<file path="config.mk">
export PLATFORM = sky130hd
export DESIGN_NAME = scp_sdram_cmd
export DESIGN_NICKNAME = d
export VERILOG_FILES = /design/src/scp_pkg.sv /design/src/scp_cmd_fifo.sv /design/src/scp_sdram_cmd.sv
export VERILOG_INCLUDE_DIRS = /design/src
export SDC_FILE = /design/constraint.sdc
export NUM_CORES = 1
export LEC_CHECK = 0
export ABC_AREA = 1
export BUFFER_PORTS_ARGS = -buffer_cell sky130_fd_sc_hd__buf_4
export CORE_MARGIN = 2
export CORE_UTILIZATION = 50
export DETAILED_ROUTE_END_ITERATION = 8
export GPL_TIMING_DRIVEN = 0
export PLACE_DENSITY = 0.73
export SLEW_MARGIN = 20
export SYNTH_ARGS = -nofsm -noshare
export SYNTH_HDL_FRONTEND = slang
export SYNTH_SLANG_ARGS = --single-unit
</file>
<file path="constraint.sdc">
create_clock -name aclk -period 2.3 [get_ports aclk]
set_input_delay 0.46 -clock aclk [delete_from_list [all_inputs] [get_ports aclk]]
set_output_delay 0.46 -clock aclk [all_outputs]
set_load 0.02 [all_outputs]
</file>
<file path="src/scp_defines.svh">
// Register map, field positions and timing counts of the SDRAM command block
`ifndef SCP_DEFINES_SVH
`define SCP_DEFINES_SVH

// ----------------------------------------------------------------
// Register byte offsets
// ----------------------------------------------------------------
`define SCP_REG_CTRL 8'h00
`define SCP_REG_CMD 8'h04
`define SCP_REG_STAT 8'h08

// ----------------------------------------------------------------
// Control register fields
// ----------------------------------------------------------------
`define SCP_CTRL_RDL_LSB 0
`define SCP_CTRL_WRL_LSB 2
`define SCP_CTRL_CKE_BIT 4
`define SCP_CTRL_RESET 5'h00

// ----------------------------------------------------------------
// Command word fields
// ----------------------------------------------------------------
`define SCP_CMD_OP_LSB 0
`define SCP_CMD_INST_BIT 3
`define SCP_CMD_SRC_BIT 4
`define SCP_CMD_DST_BIT 5
`define SCP_CMD_ROW_LSB 6
`define SCP_CMD_BANK_LSB 17

// ----------------------------------------------------------------
// Timing and sizes
// ----------------------------------------------------------------
`define SCP_CAS_LAT 3
`define SCP_PEND_W 7
`define SCP_FIFO_W 32
`define SCP_FIFO_D 2
`define SCP_RESP_OKAY 2'b00
`define SCP_RESP_SLVERR 2'b10

`endif

</file>
<file path="src/scp_pkg.sv">
// Types shared by the SDRAM command block
`default_nettype none
package scp_pkg;
    // Command codes as written into the command word
    typedef enum logic [2:0] {
        SCP_OP_ROW_ACTIVATE_CMD,
        SCP_OP_PRECHARGE_ALL_CMD,
        SCP_OP_PRECHARGE_BANK_CMD,
        SCP_OP_READ,
        SCP_OP_WRITE
    } scp_op_t;
endpackage
`default_nettype wire

</file>
<file path="src/scp_cmd_fifo.sv">
// Two-entry command buffer between the register bus and the pin engine
`timescale 1ns/1ps
`default_nettype none
`include "scp_defines.svh"
module scp_cmd_fifo #(
    parameter int W = `SCP_FIFO_W,
    parameter int D = `SCP_FIFO_D
) (
    // Clock, reset, enable
    input wire logic aclk,
    input wire logic aresetn,
    input wire logic ce,
    // Fill side
    input wire logic in_valid,
    output logic in_ready,
    input wire logic [W-1:0] in_data,
    // Drain side
    output logic out_valid,
    input wire logic out_ready,
    output logic [W-1:0] out_data
);
    import scp_pkg::*;
    localparam int AW = (D > 1) ? $clog2(D) : 1;
    localparam logic [AW:0] FULL = (AW+1)'(D);
    localparam logic [AW-1:0] LAST = AW'(D - 1);

    logic [W-1:0] mem_q [D];
    logic [AW-1:0] wp_q;
    logic [AW-1:0] rp_q;
    logic [AW:0] cnt_q;
    logic push;
    logic pop;

    // Honest flags straight from the occupancy count
    assign in_ready = (cnt_q != FULL);
    assign out_valid = (cnt_q != '0);
    assign out_data = mem_q[rp_q];
    assign push = in_valid & in_ready;
    assign pop = out_valid & out_ready;

    // Storage words need no reset, only the pointers and the count do
    always_ff @(posedge aclk)
    begin
        if (ce && push)
            mem_q[wp_q] <= in_data;
    end

    // Pointers and count
    always_ff @(posedge aclk)
    begin
        if (!aresetn)
        begin
            wp_q <= '0;
            rp_q <= '0;
            cnt_q <= '0;
        end
        else if (ce)
        begin
            if (push)
                wp_q <= (wp_q == LAST) ? '0 : wp_q + 1'b1;
            if (pop)
                rp_q <= (rp_q == LAST) ? '0 : rp_q + 1'b1;
            if (push && !pop)
                cnt_q <= cnt_q + 1'b1;
            else if (pop && !push)
                cnt_q <= cnt_q - 1'b1;
        end
    end
endmodule
`default_nettype wire

</file>
<file path="src/scp_sdram_cmd.sv">
// SDRAM command pins and direct-transfer strobe for a wide and a narrow interface
`timescale 1ns/1ps
`default_nettype none
`include "scp_defines.svh"
module scp_sdram_cmd (
    // Clock, reset, enable
    input wire logic aclk,
    input wire logic aresetn,
    input wire logic ce,
    // AXI4-Lite write
    input wire logic awvalid,
    output logic awready,
    input wire logic [7:0] awaddr,
    input wire logic wvalid,
    output logic wready,
    input wire logic [31:0] wdata,
    input wire logic [3:0] wstrb,
    output logic bvalid,
    input wire logic bready,
    output logic [1:0] bresp,
    // AXI4-Lite read
    input wire logic arvalid,
    output logic arready,
    input wire logic [7:0] araddr,
    output logic rvalid,
    input wire logic rready,
    output logic [31:0] rdata,
    output logic [1:0] rresp,
    // Interface output clock
    input wire logic if_out_clock,
    // Wide interface pins
    output logic wide_chip_select_n,
    output logic wide_row_strobe_n,
    output logic wide_col_strobe_n,
    output logic wide_write_strobe_n,
    output logic [22:3] wide_ext_addr_bus,
    output logic wide_data_oe,
    output logic wide_rd_capture,
    output logic wide_direct_xfer_strobe,
    output logic wide_sdram_clk_en,
    // Narrow interface pins
    output logic narrow_chip_select_n,
    output logic narrow_row_strobe_n,
    output logic narrow_col_strobe_n,
    output logic narrow_write_strobe_n,
    output logic [20:1] narrow_ext_addr_bus,
    output logic narrow_data_oe,
    output logic narrow_rd_capture,
    output logic narrow_direct_xfer_strobe
);
    import scp_pkg::*;

    // ----------------------------------------------------------------
    // Declarations
    // ----------------------------------------------------------------
    localparam int PW = `SCP_PEND_W;
    logic [2:0] lk_q;
    logic tick;
    logic aw_hold_q;
    logic w_hold_q;
    logic [7:0] awaddr_q;
    logic [31:0] wdata_q;
    logic [3:0] wstrb_q;
    logic wr_go;
    logic is_cmd;
    logic [4:0] ctrl_q;
    logic [7:0] issued_q;
    logic f_in_valid;
    logic f_in_ready;
    logic f_valid;
    logic [31:0] f_data;
    logic issue;
    scp_op_t op;
    logic inst;
    logic src;
    logic dst;
    logic [10:0] row;
    logic [8:0] bank;
    logic [2:0] rcw;
    logic pre;
    logic [1:0] rdl;
    logic [1:0] wrl;
    logic [PW-1:0] spend_q [2];
    logic [PW-1:0] cpend_q [2];
    logic [PW-1:0] smask [2];
    logic [PW-1:0] cmask [2];
    logic [1:0] cs_n_q;
    logic [1:0] ras_n_q;
    logic [1:0] cas_n_q;
    logic [1:0] we_n_q;
    logic [1:0] oe_q;
    logic [1:0] cap_q;
    logic [1:0] strobe_q;
    logic [19:0] wa_q;
    logic [19:0] na_q;
    logic cke_q;

    // Word-aligned register address
    function automatic logic [7:0] scp_word(input logic [7:0] a);
        scp_word = {a[7:2], 2'b00};
    endfunction

    // One-hot delay mark, bit 0 meaning the current interface cycle
    function automatic logic [PW-1:0] scp_mark(input logic [2:0] d);
        scp_mark = PW'(1) << d;
    endfunction

    // ----------------------------------------------------------------
    // Interface clock sampling
    // ----------------------------------------------------------------
    // Two flops resynchronise the pin; the edge is found past them
    always_ff @(posedge aclk)
    begin
        if (!aresetn)
            lk_q <= 3'h0;
        else if (ce)
            lk_q <= {lk_q[1:0], if_out_clock};
    end
    assign tick = lk_q[1] & ~lk_q[2];

    // ----------------------------------------------------------------
    // AXI4-Lite slave
    // ----------------------------------------------------------------
    assign is_cmd = (scp_word(awaddr_q) == `SCP_REG_CMD);
    // A full buffer stalls the write response, so no command is lost
    assign wr_go = aw_hold_q & w_hold_q & ~bvalid & (~is_cmd | f_in_ready);
    assign f_in_valid = wr_go & is_cmd;

    // Address and data are taken in either order, then answered once
    always_ff @(posedge aclk)
    begin
        if (!aresetn)
        begin
            awready <= 1'b1;
            wready <= 1'b1;
            aw_hold_q <= 1'b0;
            w_hold_q <= 1'b0;
            awaddr_q <= 8'h00;
            wdata_q <= 32'h0000_0000;
            wstrb_q <= 4'h0;
            bvalid <= 1'b0;
            bresp <= `SCP_RESP_OKAY;
        end
        else if (ce)
        begin
            if (awvalid && awready)
            begin
                awready <= 1'b0;
                aw_hold_q <= 1'b1;
                awaddr_q <= awaddr;
            end
            if (wvalid && wready)
            begin
                wready <= 1'b0;
                w_hold_q <= 1'b1;
                wdata_q <= wdata;
                wstrb_q <= wstrb;
            end
            if (wr_go)
            begin
                aw_hold_q <= 1'b0;
                w_hold_q <= 1'b0;
                bvalid <= 1'b1;
                bresp <= (scp_word(awaddr_q) == `SCP_REG_CTRL || is_cmd)
                    ? `SCP_RESP_OKAY : `SCP_RESP_SLVERR;
            end
            if (bvalid && bready)
            begin
                bvalid <= 1'b0;
                awready <= 1'b1;
                wready <= 1'b1;
            end
        end
    end

    // Latency and clock-enable control, low byte lane only
    always_ff @(posedge aclk)
    begin
        if (!aresetn)
            ctrl_q <= `SCP_CTRL_RESET;
        else if (ce && wr_go && wstrb_q[0] && scp_word(awaddr_q) == `SCP_REG_CTRL)
            ctrl_q <= wdata_q[4:0];
    end
    assign rdl = ctrl_q[`SCP_CTRL_RDL_LSB +: 2];
    assign wrl = ctrl_q[`SCP_CTRL_WRL_LSB +: 2];

    // Reads: one answer per request, unmapped words read zero with an error
    always_ff @(posedge aclk)
    begin
        if (!aresetn)
        begin
            arready <= 1'b1;
            rvalid <= 1'b0;
            rdata <= 32'h0000_0000;
            rresp <= `SCP_RESP_OKAY;
        end
        else if (ce)
        begin
            if (arvalid && arready)
            begin
                arready <= 1'b0;
                rvalid <= 1'b1;
                rresp <= `SCP_RESP_OKAY;
                unique case (scp_word(araddr))
                    `SCP_REG_CTRL: rdata <= {27'h0, ctrl_q};
                    `SCP_REG_STAT: rdata <= {16'h0, issued_q, 5'h0, cke_q, ~f_in_ready, f_valid};
                    default:
                    begin
                        rdata <= 32'h0000_0000;
                        rresp <= (scp_word(araddr) == `SCP_REG_CMD)
                            ? `SCP_RESP_OKAY : `SCP_RESP_SLVERR;
                    end
                endcase
            end
            if (rvalid && rready)
            begin
                rvalid <= 1'b0;
                arready <= 1'b1;
            end
        end
    end

    // ----------------------------------------------------------------
    // Command buffer
    // ----------------------------------------------------------------
    scp_cmd_fifo #(.W(`SCP_FIFO_W), .D(`SCP_FIFO_D)) u_fifo (
        .aclk(aclk),
        .aresetn(aresetn),
        .ce(ce),
        .in_valid(f_in_valid),
        .in_ready(f_in_ready),
        .in_data(wdata_q),
        .out_valid(f_valid),
        .out_ready(tick),
        .out_data(f_data)
    );

    // ----------------------------------------------------------------
    // Command decode and strobe scheduling
    // ----------------------------------------------------------------
    assign issue = tick & f_valid;
    assign op = scp_op_t'(f_data[`SCP_CMD_OP_LSB +: 3]);
    assign inst = f_data[`SCP_CMD_INST_BIT];
    assign src = f_data[`SCP_CMD_SRC_BIT];
    assign dst = f_data[`SCP_CMD_DST_BIT];
    assign row = f_data[`SCP_CMD_ROW_LSB +: 11];
    assign bank = f_data[`SCP_CMD_BANK_LSB +: 9];

    // Row, column and write strobes, active low
    always_comb
    begin
        rcw = 3'b111;
        pre = row[10];
        unique case (op)
            SCP_OP_ROW_ACTIVATE_CMD: rcw = 3'b011;
            SCP_OP_PRECHARGE_ALL_CMD:
            begin
                rcw = 3'b010;
                pre = 1'b1;
            end
            SCP_OP_PRECHARGE_BANK_CMD:
            begin
                rcw = 3'b010;
                pre = 1'b0;
            end
            SCP_OP_READ:
            begin
                rcw = 3'b101;
                pre = 1'b0;
            end
            SCP_OP_WRITE:
            begin
                rcw = 3'b100;
                pre = 1'b0;
            end
            default: rcw = 3'b111;
        endcase
    end

    // New marks for strobe and capture, per interface
    always_comb
    begin
        for (int i = 0; i < 2; i++)
        begin
            smask[i] = spend_q[i];
            cmask[i] = cpend_q[i];
            if (issue && inst == i[0])
            begin
                if (op == SCP_OP_READ && src)
                    smask[i] = smask[i] | scp_mark(3'(`SCP_CAS_LAT) + {1'b0, rdl});
                if (op == SCP_OP_READ && !src)
                    cmask[i] = cmask[i] | scp_mark(3'(`SCP_CAS_LAT));
                if (op == SCP_OP_WRITE && dst)
                    smask[i] = smask[i] | scp_mark({1'b0, wrl});
            end
        end
    end

    // ----------------------------------------------------------------
    // Pin registers, updated only on interface clock rising edges
    // ----------------------------------------------------------------
    always_ff @(posedge aclk)
    begin
        if (!aresetn)
        begin
            cs_n_q <= 2'b11;
            ras_n_q <= 2'b11;
            cas_n_q <= 2'b11;
            we_n_q <= 2'b11;
            oe_q <= 2'b00;
            cap_q <= 2'b00;
            strobe_q <= 2'b00;
            wa_q <= 20'h0_0000;
            na_q <= 20'h0_0000;
            cke_q <= 1'b0;
            issued_q <= 8'h00;
            for (int i = 0; i < 2; i++)
            begin
                spend_q[i] <= '0;
                cpend_q[i] <= '0;
            end
        end
        else if (ce && tick)
        begin
            cke_q <= ctrl_q[`SCP_CTRL_CKE_BIT];
            for (int i = 0; i < 2; i++)
            begin
                // Strobe and capture fire from mark 0, the rest move down
                strobe_q[i] <= smask[i][0];
                cap_q[i] <= cmask[i][0];
                spend_q[i] <= smask[i] >> 1;
                cpend_q[i] <= cmask[i] >> 1;
                cs_n_q[i] <= 1'b1;
                ras_n_q[i] <= 1'b1;
                cas_n_q[i] <= 1'b1;
                we_n_q[i] <= 1'b1;
                oe_q[i] <= 1'b0;
                if (issue && inst == i[0] && rcw != 3'b111)
                begin
                    cs_n_q[i] <= 1'b0;
                    {ras_n_q[i], cas_n_q[i], we_n_q[i]} <= rcw;
                    oe_q[i] <= (op == SCP_OP_WRITE) && !dst;
                end
            end
            if (issue && rcw != 3'b111)
            begin
                issued_q <= issued_q + 8'h01;
                if (inst)
                    na_q <= {bank, pre, row[9:0]};
                else
                    wa_q <= {bank, pre, row[9:0]};
            end
        end
    end

    // Pins come straight from the registers above
    assign {narrow_chip_select_n, wide_chip_select_n} = cs_n_q;
    assign {narrow_row_strobe_n, wide_row_strobe_n} = ras_n_q;
    assign {narrow_col_strobe_n, wide_col_strobe_n} = cas_n_q;
    assign {narrow_write_strobe_n, wide_write_strobe_n} = we_n_q;
    assign {narrow_data_oe, wide_data_oe} = oe_q;
    assign {narrow_rd_capture, wide_rd_capture} = cap_q;
    assign {narrow_direct_xfer_strobe, wide_direct_xfer_strobe} = strobe_q;
    assign wide_ext_addr_bus = wa_q;
    assign narrow_ext_addr_bus = na_q;
    assign wide_sdram_clk_en = cke_q;
endmodule
`default_nettype wire

</file>
Word-level counts from Yosys, hierarchy flattened. Memories as Yosys holds them, arrays and structs flattened. A register that Yosys moved wholly into a read port is not among the register bits. Index checks and enable logic that the tools add are counted. Widths: inputs -> output; s select.

Flip-flop bits (word level): 159. Bits in writable memories: 88. Input port bits: 61. Output and inout bits: 96. Logic and storage cells: 184. Memories: 3.

Memories: u_fifo.mem_q (words 2, width 32, rd ports 1, clocked after memory_dff 1, write ports 1, RTL line scp_cmd_fifo.sv:27) `logic [W-1:0] mem_q [D];`; cpend_q (words 2, width 6, rd ports 2, clocked after memory_dff 0, write ports 2, RTL line scp_sdram_cmd.sv:84) `logic [PW-1:0] cpend_q [2];`; spend_q (words 2, width 6, rd ports 2, clocked after memory_dff 0, write ports 2, RTL line scp_sdram_cmd.sv:83) `logic [PW-1:0] spend_q [2];`.

Add/sub/neg operators: 6. Equality and inequality tests: 9. Shift operators: 2. Muxes and demuxes: 58. Bitwise gates (word level): 21. Reduce and logical (&&, ||, !) cells: 56.

Operators with widths (number): $mux 7 (8); $mux 1 (34); $pmux 16 s2 (1); $or 7x7->7 (4); $reduce_and 2->1 (14); $mux 6 (4); $logic_and 1x1->1 (21); $mux 4 (4); $reduce_bool 2->1 (8); $eq 6x1->1 const B (2); $logic_not 6->1 (2); $pmux 3 s4 (1); $mux 2 (5); $add 8x1->8 const B (1); $and 1x1->1 (7); $shl 1x2->7 const A (1); $shl 1x3->7 const A (1); $eq 3x2->1 const B (2); $eq 6x2->1 const B (1); $reduce_and 3->1 (2); $not 1->1 (5); $or 1x1->1 (5); $logic_not 1->1 (4); $reduce_or 2->1 (2); other kinds (12) (13).

Longest topological paths before layout. Gate-level depths: netlist of run 1.

Word-level depth: 10. Mapped depth: 12. Gate-level depth less buffers: 11.

Cells and area by module. Synthesis of run 1 repeated with hierarchy kept, for this count alone.

Cells, all modules: 881. Area total of the unflattened synthesis: 8658.3 um^2.

Modules (own cells, without submodules): scp_sdram_cmd (instances 1, cells each 740, area each 5930.7 um^2, sequential area each 3183.1 um^2); scp_cmd_fifo (instances 1, cells each 141, area each 2727.6 um^2, sequential area each 2021.9 um^2).

Worst setup path after synthesis of run 1. OpenSTA, ideal clock, no wires.

Kind: input -> register. From: in ce. To: mem u_fifo.mem_q[0][0] (netlist name) (enable). Library setup time: 0.409 ns. Data arrival time: 1.909 ns. Data required time: 1.891 ns. Slack: -0.018 ns. Stages on the path: 3. Path buffers: 1. Cell sequence: buf_2 nand4_1 nor2_1.

Cells in the longest elaborated chain, start to end: 3.

Ends and longest elaborated chain: start: declaration (RTL line scp_sdram_cmd.sv:9) `input wire logic ce,`; $logic_and 1x1->1 (RTL line scp_cmd_fifo.sv:44) `if (ce && push)`; $mux 1 (RTL line scp_cmd_fifo.sv:44); $mux 1 (implied by the code) (RTL line scp_cmd_fifo.sv:45) `mem_q[wp_q] <= in_data;`; end: declaration (RTL line scp_cmd_fifo.sv:27).

Every way passes these cells.

Final worst setup path of run 1.
From: reg awaddr_q[2]. To: mem u_fifo.mem_q[0][9] (netlist name) (enable).

Cells in the longest elaborated chain, start to end: 9.

Ends and longest elaborated chain: start: declaration (RTL line scp_sdram_cmd.sv:61) `logic [7:0] awaddr_q;`; start signal: assignment (RTL line scp_sdram_cmd.sv:150) `awaddr_q <= awaddr;`; $eq 6x1->1 (no line) *; $not 1->1 (RTL line scp_sdram_cmd.sv:126) `assign wr_go = aw_hold_q & w_hold_q & ~bvalid & (~is_cmd | f_in_ready);`; $or 1x1->1 (RTL line scp_sdram_cmd.sv:126); $and 1x1->1 (RTL line scp_sdram_cmd.sv:126); $and 1x1->1 * (RTL line scp_sdram_cmd.sv:127) `assign f_in_valid = wr_go & is_cmd;`; $and 1x1->1 * (RTL line scp_cmd_fifo.sv:38) `assign push = in_valid & in_ready;`; $logic_and 1x1->1 * (RTL line scp_cmd_fifo.sv:44); $mux 1 * (RTL line scp_cmd_fifo.sv:44); $mux 1 (implied by the code) * (RTL line scp_cmd_fifo.sv:45).

Every way passes the cells marked *; elsewhere a longest branch is shown, timed or not.

==> out/qor.csv, run 1 <==
stage,metric,value,unit
run_status,status,completed,
sta,Rel. slew slack,50.0,%
place,RePlAce Congestion,0.882,
route,TritonRoute pass-1 iters,5,
global_routing,total grt overflow,0,
power_and_ir_drop,Leak Pwr,4.37,nW
power_and_ir_drop,Internal,0.00589,W
route,Vias/cell,4.90,
sta,fin crit share,84.2,%
power_and_ir_drop,pwr dens,745,nW/µm²
power_and_ir_drop,Clock Power Share,43.7,%
worst_setup_path,R2R Path End,u_fifo.mem_q[0][9],
run,Max-Cap Viols,0,
floorplanning,Placeable Area,15900,µm²
route,via count,6615,
clock_network,Bufs on Longest Clock Path,3,
yosys,number of flops mapped to enable cells by yosys,70,
sta,RSZ-0062 raised after global routing,no,
clock_network,CTS Buf Count,22,
route,total routed wirelength,18600,µm
global_routing,antenna violations before repair,0,
power_and_ir_drop,Comb power frac,5.5,%
worst_setup_path,crit path cell chain,nand2_1 > nor2_1 > nand4_1 > nor2_4,
power_and_ir_drop,Sw Ratio,21.7,%
yosys,"Cell Area, Synth",8130,µm²
clock_network,clk slew on worst S/H paths,60,ps
worst_setup_path,startpoint types,register,
worst_setup_path,CP peak stage delay,670,ps
yosys,Synth Warn #,0,
clock_network,PostCTS Resize Cnt,0,
yosys,Seq cells post-synth,201,
worst_setup_path,Buf/Inv on CP,0,
worst_setup_path,Crit Path Class,reg2reg,
sta,final critical-path required period,1940,ps
power_and_ir_drop,Tot Pwr,0.00752,W
worst_setup_path,CP Data Arrival Time,2050,ps
place,Detail Placement HPWL,13500,µm
finish,"Cell Count, Final, Fillers Out",1349,
hold_path,HP Class,in2reg,
power_and_ir_drop,Peak VDD IR,432,µV
worst_setup_path,Worst R2R Start,awaddr_q[2],
floorplanning,# rows,46,
floorplanning,num ports,157,
worst_setup_path,slowest CP cell,nor2_4,
global_routing,GRT Total Usage,21.1,%
sta,Hold Fails Final Rpt,0,
worst_setup_path,"CP delay by family, top",simple AND/OR/NAND/NOR gates,
clock_network,setup repair bufs after CTS,0,
clock_network,clk root buf,clkbuf_16,
yosys,sequential area share after synthesis,58.1,%
route,antenna-violating nets left,0,
route,Avg WL per Cell,13.8,µm
yosys,"Distinct cells, synth",38,
global_routing,largest net degree at the start of global routing,28,
route,DR iter-0 viols,423,
sta,Clock Skews,14.1,ps
clock_network,CTS tree,done,
hold_path,Hold Path Sink,lk_q[0],
finish,layout cell share with drive strength beyond 1,18.7,%
floorplanning,Starting Density,51.2,%
finish,synth-to-layout area growth,24.1,%
finish,Fill cells,1386,
sta,Max Freq,516,MHz
place,dpl cells,1310,
sta,setup_tns,0,ps
yosys,Post-Synthesis Cells,952,
power_and_ir_drop,Reg power frac,50.8,%
yosys,mean post-synth cell area,8.54,µm²
clock_network,Skew-Pair Late Insertion Delay,490,ps
floorplanning,Die Ht,132,µm
route,DR DRC count,0,
finish,Final nets,1181,
floorplanning,Chip Width,132,µm
global_routing,vias in the first global route,6044,
clock_network,Clock Sinks,201,
worst_setup_path,worst reg-to-reg path cell count,4,
sta,final worst setup slack,364,ps
power_and_ir_drop,net switching power,0.00163,W
global_routing,first-pass GRT wire length,29800,µm
finish,Inserted Diodes,0,
worst_setup_path,Worst Path Max Fanout,26,
clock_network,H-tree Lvls,1,
hold_path,worst hold path cell count,3,
worst_setup_path,Worst setup EP type,register,
place,pre-CTS setup slack,-47.3,ps
clock_network,CTS Hold Bufs,0,
place,Port-buffer cells,122,
sta,Setup Viol. Count Final,0,
worst_setup_path,"Req. time, crit path",2410,ps
worst_setup_path,reg2reg setup slack,360,ps
yosys,Post-synth ARST share,0,%
sta,Max Transition Viols Final,0,
yosys,Synth Flop Type,dfxtp_1,
floorplanning,die area,17300,µm²
sta,Slew @ Worst Pin,748,ps
hold_path,min-delay src,if_out_clock,
## cell type report
type,instances,area (µm²),share of cell area [%]
sequential,201,4720,46.8
multi-input combinational,578,2650,26.2
timing repair buffer,122,916,9.07
clock buffer,31,647,6.41
inverter,131,494,4.89
buffer,62,360,3.57
tap,216,270,2.68
clock inverter,8,38.8,0.384
## power by group through the flow
stage                     clock network (W)  registers [W]  logic (W)
after floorplan                           0        0.00391   0.000224
after global routing                0.00345        0.00383   0.000462
after CTS                           0.00333        0.00382   0.000414
after global placement                    0        0.00389   0.000406
after detailed placement                  0        0.00390   0.000411
final                               0.00329        0.00382   0.000414
## synth_stat cells (12+ instances only)
cell type,number,share of area [%]
a21oi_1,96,5.9
buf_2,12,0.74
buf_4,22,2.0
clkbuf_1,21,0.97
dfxtp_1,131,32
edfxtp_1,70,26
inv_1,127,5.9
nand2_1,210,9.7
nand3_1,31,1.9
nand4_1,25,1.9
nor2_1,90,4.2
o21ai_0,68,4.2
## through the flow
| step | utilization [%] | area [µm²] | hold slack, ps |
|---|---|---|---|
| final | 63.6 | 10100 | 203 |
| after global routing | 63.6 | 10100 | 226 |
| after CTS | 63.6 | 10100 | 201 |
| after detailed placement | 59.2 | 9410 | 442 |
| after global placement | 59.1 | 9400 | 431 |
| after floorplan | - | 8210 | 423 |
## state kept, by name (all words and copies together), names as in the netlist, 3 cells and up, named ones only
| name | cells |
|---|---|
| u_fifo.mem_q | 52 |
| wdata_q | 26 |
| narrow_ext_addr_bus | 20 |
| wide_ext_addr_bus | 20 |
| rdata | 13 |
| spend_q | 12 |
| issued_q | 8 |
| awaddr_q | 6 |
| cpend_q | 6 |
| ctrl_q | 5 |
| lk_q | 3 |
## per-layer routing
layer	vias up	GRT usage, %	wire, µm
li1	3377	-	-
met1	2990	30.2	8750
met2	217	32.6	8100
met3	31	3.36	1300
met4	0	7.43	449
met5	-	0	0
## worst register-to-register path, cell delays in order, from the launching register on
cell	delay [ps]
dfxtp_1	350
nand2_1	90
nor2_1	150
nand4_1	280
nor2_4	670
## kinds of logic (layout without fill, tap and decap cells)
| group | after synthesis | in the layout | share of synthesized area [%] |
|---|---|---|---|
| compound gates | 177 | 177 | 11.2 |
| xor+xnor | 3 | 3 | 0.323 |
| fa+ha+maj | 2 | 2 | 0.308 |
| buf+inv | 193 | 354 | 10.5 |
| flops | 201 | 201 | 58.1 |
| mux | 1 | 1 | 0.123 |
| other cells | 1 | 21 | 0.0461 |
| simple gates | 374 | 374 | 19.4 |
## cell usage in the layout, fill, tap and decap left out, drive strengths merged, types with 2 or more instances in the layout
master and count:
nand4 25, nor2 95, a21oi 96, o21a 3, dfxtp 131, a22o 2
clkinv 8, buf 163, edfxtp 70, nand2 216, conb 21, clkbuf 52
or2 2, xor2 2, nand3 33, ha 2, inv 131, o21ai 73
## worst max-delay path by stage
stage | startpoint | to | slack (ps) | cells after the start
CTS | lk_q[1] | cap_q[1] | 130 | 4
floorplan | ce | u_fifo.mem_q[0][0] | -20 | 3
finish | awaddr_q[2] | u_fifo.mem_q[0][9] | 360 | 4
detailed placement | ce | cap_q[1] | -50 | 5
global route | bvalid | u_fifo.mem_q[0][9] | 150 | 5
global placement | ce | u_fifo.mem_q[1][19] | -740 | 4
No activity file was read; power rests on OpenSTA's default activity.
==> run 2, diff against run 1 <==
--- a/config.mk
+++ b/config.mk
@@ -9,10 +9,10 @@
 export ABC_AREA = 1
 export BUFFER_PORTS_ARGS = -buffer_cell sky130_fd_sc_hd__buf_4
 export CORE_MARGIN = 2
-export CORE_UTILIZATION = 50
+export CORE_UTILIZATION = 55
 export DETAILED_ROUTE_END_ITERATION = 8
 export GPL_TIMING_DRIVEN = 0
-export PLACE_DENSITY = 0.73
+export PLACE_DENSITY = 0.76
 export SLEW_MARGIN = 20
 export SYNTH_ARGS = -nofsm -noshare
 export SYNTH_HDL_FRONTEND = slang
==> constraint.sdc (replaced) <==
create_clock -name aclk -period 1.85 [get_ports aclk]
set_input_delay 0.37 -clock aclk [delete_from_list [all_inputs] [get_ports aclk]]
set_output_delay 0.37 -clock aclk [all_outputs]
set_load 0.02 [all_outputs]
==> run 2 against run 1 <==
Clock skew is 4.3 ps lower. Clock power is 25% higher. Sequential share of layout area is 0.45 points lower. Utilization is 6.9 points higher. Critical path type unchanged. Flip-flop and latch count stayed put. Clock-buffer cell count is 1 lower. Register-to-register slack worse by 270 ps. Non-clock buffer count is 5 higher.
==> out/qor.csv, run 2 (synthesis results as in run 1) <==
stage,metric,value,unit
run_status,status,completed,
worst_setup_path,CP Data Arrival Time,2120,ps
floorplanning,Placeable Area,14500,µm²
clock_network,clk root buf,clkbuf_16,
route,Avg WL per Cell,15.0,µm
power_and_ir_drop,pwr dens,921,nW/µm²
place,dpl cells,1278,
clock_network,CTS Hold Bufs,0,
worst_setup_path,CP peak stage delay,360,ps
floorplanning,Chip Width,126,µm
place,Post-DP Area,9370,µm²
worst_setup_path,startpoint types,register,
global_routing,first-pass GRT wire length,30800,µm
finish,"commonest non-fill, non-tap cells in the layout","nand2_1, buf_4, dfxtp_1, inv_1, a21oi_1",
clock_network,Clock Sinks,201,
worst_setup_path,Worst Path Max Fanout,10,
place,RePlAce Congestion,0.890,
hold_path,HP Class,in2reg,
global_routing,total grt overflow,0,
route,antenna-violating nets left,0,
power_and_ir_drop,Leak Pwr,4.41,nW
worst_setup_path,Buf/Inv on CP,2,
worst_setup_path,Worst R2R Start,u_fifo.cnt_q[0],
worst_setup_path,critical path depth,8,
place,Port-buffer cells,122,
sta,Max Freq,569,MHz
place,Detail Placement HPWL,13500,µm
run,Max-Cap Viols,0,
finish,layout cell share with drive strength beyond 1,20.3,%
global_routing,vias in the first global route,6134,
clock_network,Skew-Pair Late Insertion Delay,490,ps
global_routing,antenna violations before repair,0,
worst_setup_path,R2R Path End,wide_ext_addr_bus[6],
sta,fin crit share,95.0,%
sta,Slew @ Worst Pin,724,ps
worst_setup_path,"Req. time, crit path",2220,ps
sta,RSZ-0062 raised after global routing,yes,
route,DR iter-0 viols,653,
sta,setup_tns,0,ps
route,Vias/cell,5.08,
finish,Inserted Diodes,0,
sta,Rel. slew slack,51.7,%
clock_network,CTS tree,done,
route,total routed wirelength,19900,µm
worst_setup_path,worst reg-to-reg path cell count,8,
finish,post-layout util,70.5,%
sta,Max Transition Viols Final,0,
sta,final critical-path required period,1760,ps
finish,Final nets,1186,
clock_network,Bufs on Longest Clock Path,3,
worst_setup_path,crit path cell chain,inv_2 > nand2_1 > nand3_2 > nor2_4 > nand3_4 > buf_2 > o21ai_0 > nor2_1,
sta,Hold Fails Final Rpt,0,
global_routing,GRT Total Usage,23.9,%
sta,Clock Skews,9.87,ps
finish,flip-flop count of the largest register after layout,52,
worst_setup_path,Crit Path Class,reg2reg,
floorplanning,die area,15800,µm²
sta,hold slack,110,ps
sta,Setup Viol. Count Final,0,
floorplanning,# rows,44,
worst_setup_path,reg2reg setup slack,90,ps
worst_setup_path,termination of the worst setup path,wide_ext_addr_bus[6],
route,via count,6716,
route,TritonRoute pass-1 iters,6,
finish,"Cell Count, Final, Fillers Out",1321,
worst_setup_path,crit path from,u_fifo.cnt_q[0],
worst_setup_path,Worst setup EP type,register,
floorplanning,num ports,157,
worst_setup_path,slowest CP cell,dfxtp_1,
floorplanning,Starting Density,56.2,%
finish,Final Instance Area,10200,µm²
finish,"most common cell after layout, fill and taps aside",nand2_1,
global_routing,largest net degree at the start of global routing,28,
finish,Largest regs,"u_fifo.mem_q: 52 flops, wdata_q: 26 flops",
floorplanning,Die Ht,126,µm
finish,most flop-heavy register,u_fifo.mem_q,
clock_network,CTS Buf Count,20,
worst_setup_path,"CP delay by family, top",simple AND/OR/NAND/NOR gates,
route,DR DRC count,0,
power_and_ir_drop,Peak VDD IR,553,µV
clock_network,clk slew on worst S/H paths,60,ps
clock_network,H-tree Lvls,1,
finish,synth-to-layout area growth,25.4,%
[run 2: cell types whose count changed in the layout (fill, tap and decap cells not counted), moves of 3 or more]
cell / change
nor2_4: +4
o21ai_1: +3
buf_12: +4
clkinv_1: -4
nor2_1: -3
o21ai_0: -3
[run 2: what timing repair did]
| item | in CTS | in global routing |
|---|---|---|
| setup endpoints to repair | 59 | 95 |
| buffers inserted | 0 | 5 |
| resized for setup | 10 | 9 |
| cloned | 0 | 2 |
| pin swaps | 1 | 6 |
| endpoints found under the hold margin | 0 | 0 |
[run 2: final cells by class]
class	instances	area [µm²]
Buffer	62	360
Clock buffer	30	621
Clock inverter	6	57.6
Fill cell	1135	4280
Inverter	131	494
Multi-Input combinational cell	580	2710
Sequential cell	201	4730
Tap cell	184	230
Timing Repair Buffer	127	1000
[run 2: stage by stage]
stage	total power (W)	setup slack [ps]
6_report	0.00939	93.2
5_1_grt	0.00970	-40.1
4_1_cts	0.00940	-43.8
3_5_place_dp	0.00536	-360
3_3_place_gp	0.00534	-508
2_1_floorplan	0.00513	-78.2
[run 2: how the worst min path moves through the flow]
stage / from / to / cells past startpoint
after floorplan: aw_hold_q / aw_hold_q / 2
after global placement: aw_hold_q / aw_hold_q / 2
after detailed placement: aw_hold_q / aw_hold_q / 2
after CTS: if_out_clock / lk_q[0] / 3
after global routing: if_out_clock / lk_q[0] / 3
final: if_out_clock / lk_q[0] / 3
[run 2: layer usage]
layer  up-vias  track usage, %  routed length, µm
met3        29            4.12               1390
met5         -               0                  0
li1       3369               -                  -
met1      3074            34.6               8930
met4         0            6.27                348
met2       244            37.7               9190
[run 2: tightest hold or removal path, cell delays in order]
cell,delay (ps)
buf_4,80
nor2_1,30
nor2_1,80
[run 2: report_power, final]
part / internal [W] / switching, W
Sequential: 0.00468 / 0.0000720
Combinational: 0.000210 / 0.000316
Clock: 0.00246 / 0.00165
==> run 3, diff against run 2 <==
--- a/config.mk
+++ b/config.mk
@@ -7,9 +7,11 @@
 export NUM_CORES = 1
 export LEC_CHECK = 0
 export ABC_AREA = 1
-export BUFFER_PORTS_ARGS = -buffer_cell sky130_fd_sc_hd__buf_4
-export CORE_MARGIN = 2
-export CORE_UTILIZATION = 55
+export BUFFER_PORTS_ARGS = -buffer_cell sky130_fd_sc_hd__buf_2
+export CELL_PAD_IN_SITES_DETAIL_PLACEMENT = 0
+export CELL_PAD_IN_SITES_GLOBAL_PLACEMENT = 1
+export CORE_MARGIN = 5
+export CORE_UTILIZATION = 41
 export DETAILED_ROUTE_END_ITERATION = 8
 export GPL_TIMING_DRIVEN = 0
 export PLACE_DENSITY = 0.76
==> run 3 against run 2 <==
Sequential share of layout area grew 0.43 points. Clock power grew 16%. Total power grew 6.3%. Non-clock buffer count grew 4. Flip-flop and latch count is the same. Maximum frequency shrank 2.3%. Final cell count grew 6.7%. Die area grew 44%. Critical path type unchanged. Largest cell class unchanged.
==> out/qor.csv, run 3 (synthesis results as in run 1) <==
stage,metric,value,unit
run_status,status,completed,
finish,multi-input logic area,2700,µm²
clock_network,clk slew on worst S/H paths,60,ps
clock_network,CTS Hold Bufs,0,
power_and_ir_drop,Internal,0.00779,W
power_and_ir_drop,net switching power,0.00219,W
power_and_ir_drop,Sw Ratio,21.9,%
finish,"most common cell after layout, fill and taps aside",nand2_1,
finish,Inserted Diodes,0,
sta,Max Freq,556,MHz
finish,Largest regs,"u_fifo.mem_q: 52 flops, wdata_q: 26 flops",
place,Detail Placement HPWL,14500,µm
route,DR iter-0 viols,364,
global_routing,antenna violations before repair,2,
power_and_ir_drop,Leak Pwr,4.43,nW
route,Avg WL per Cell,14.4,µm
sta,Hold Fails Final Rpt,0,
worst_setup_path,"Req. time, crit path",2250,ps
route,via count,6443,
hold_path,HP Class,in2reg,
worst_setup_path,"CP delay by family, top",simple AND/OR/NAND/NOR gates,
sta,setup_tns,0,ps
power_and_ir_drop,Clock Power Share,47.6,%
power_and_ir_drop,Tot Pwr,0.00998,W
sta,final critical-path required period,1800,ps
clock_network,clk root buf,clkbuf_16,
clock_network,Bufs on Longest Clock Path,3,
place,RePlAce Congestion,0.799,
route,met3 WL,1070,µm
worst_setup_path,worst reg-to-reg path cell count,8,
worst_setup_path,CP peak stage delay,350,ps
route,WL met2,8860,µm
global_routing,GRT Total Usage,17.4,%
clock_network,CTS Buf Count,22,
sta,Clock Skews,20.7,ps
worst_setup_path,R2R Path End,wide_ext_addr_bus[6],
hold_path,min-delay src,if_out_clock,
place,Port-buffer cells,122,
finish,FF/Latch Area,4730,µm²
floorplanning,Placeable Area,19500,µm²
worst_setup_path,reg2reg setup slack,50,ps
finish,most flop-heavy register,u_fifo.mem_q,
global_routing,total grt overflow,0,
power_and_ir_drop,pwr dens,987,nW/µm²
worst_setup_path,termination of the worst setup path,wide_ext_addr_bus[6],
clock_network,Clock Sinks,201,
floorplanning,Chip Width,151,µm
sta,Max Transition Viols Final,0,
sta,Setup Viol. Count Final,0,
worst_setup_path,startpoint types,register,
clock_network,H-tree Lvls,1,
clock_network,CTS tree,done,
floorplanning,num ports,157,
finish,Fill cells,1864,
power_and_ir_drop,Peak VDD IR,554,µV
worst_setup_path,Crit Path Class,reg2reg,
sta,Slew @ Worst Pin,867,ps
worst_setup_path,critical path depth,8,
route,DR DRC count,0,
worst_setup_path,Worst R2R Start,u_fifo.cnt_q[0],
hold_path,worst hold path cell count,3,
worst_setup_path,CP Data Arrival Time,2200,ps
finish,Final nets,1192,
route,Top Metal Used,met5,
worst_setup_path,Worst Path Max Fanout,10,
floorplanning,Starting Density,41.7,%
route,Vias/cell,4.57,
finish,layout cell share with drive strength beyond 1,21.0,%
power_and_ir_drop,Comb power frac,4.9,%
global_routing,vias in the first global route,5992,
floorplanning,Die Ht,151,µm
worst_setup_path,crit path from,u_fifo.cnt_q[0],
route,antenna-violating nets left,0,
sta,RSZ-0062 raised after global routing,yes,
route,routed length on met1,10100,µm
finish,synth-to-layout area growth,24.3,%
power_and_ir_drop,Reg power frac,47.6,%
worst_setup_path,Worst setup EP type,register,
run,Max-Cap Viols,0,
route,total routed wirelength,20300,µm
floorplanning,# rows,51,
route,TritonRoute pass-1 iters,8,
global_routing,largest net degree at the start of global routing,28,
finish,flip-flop count of the largest register after layout,52,
finish,"commonest non-fill, non-tap cells in the layout","nand2_1, buf_2, dfxtp_1, inv_1, a21oi_1",
floorplanning,die area,22800,µm²
global_routing,first-pass GRT wire length,31300,µm
sta,Rel. slew slack,42.2,%
sta,fin crit share,97.2,%
worst_setup_path,Buf/Inv on CP,2,
worst_setup_path,slowest CP cell,dfxtp_1,
clock_network,Skew-Pair Late Insertion Delay,510,ps
worst_setup_path,crit path cell chain,inv_2 > nand2_1 > nand3_2 > nor2_4 > nand3_4 > buf_2 > o21ai_0 > nor2_1,
==> run 3: cell count changes in the layout (fill, tap and decap cells not counted), sizes merged <==
cell / delta
bufinv: +2
buf: +4
clkinv: +2
clkinvlp: +1
clkbuf: -1
==> run 3: worst min path at each step <==
| stage | end |
|---|---|
| finish | lk_q[0] |
| global route | awaddr_q[2] |
| CTS | lk_q[0] |
| detailed placement | u_fifo.mem_q[0][14] |
| global placement | u_fifo.mem_q[0][16] |
| floorplan | aw_hold_q |
==> run 3: area by class of cell <==
type / instances / share of cell area [%]
Sequential cell: 201 / 46.8
Multi-Input combinational cell: 580 / 26.7
Timing Repair Buffer: 131 / 6.71
Clock buffer: 29 / 6.52
Inverter: 131 / 4.89
Buffer: 62 / 3.60
Tap cell: 265 / 3.28
Clock inverter: 11 / 1.49
==> run 3: tightest hold or removal path: stages <==
cell and delay (ps):
buf_2 80, nor2_1 30, nor2_1 80
==> run 3: what timing repair did <==
action	4_1_cts	5_1_grt
pin swaps	2	6
setup buffers	0	9
setup endpoints to repair	71	84
gates cloned	0	2
gates resized for setup	9	8
==> run 3: per-layer routing <==
metal	vias to the layer above	track usage, %
met5	-	0
met4	4	3.54
met3	21	3.20
met2	150	26.8
met1	2883	25.8
li1	3385	-
==> run 3: power by group through the flow <==
stage	Clock, W	Combinational (W)	Sequential [W]
CTS	0.00484	0.000487	0.00475
global placement	0	0.000480	0.00484
finish	0.00475	0.000485	0.00475
floorplan	0	0.000278	0.00486
detailed placement	0	0.000483	0.00484
global route	0.00502	0.000547	0.00476
==> run 3: through the flow <==
stage / std cells / area, µm² / setup slack, ps / hold slack (ps) / utilization [%]
3_5_place_dp: 1359 / 9170 / -449 / 436 / 46.9
3_3_place_gp: 1359 / 9160 / -571 / 433 / 46.9
5_1_grt: 1410 / 10100 / -120 / 117 / 51.8
4_1_cts: 1399 / 10000 / -94.0 / 91.3 / 51.2
2_1_floorplan: 972 / 8210 / -78.2 / 423 / -
6_report: 1410 / 10100 / 52.0 / 104 / 51.8
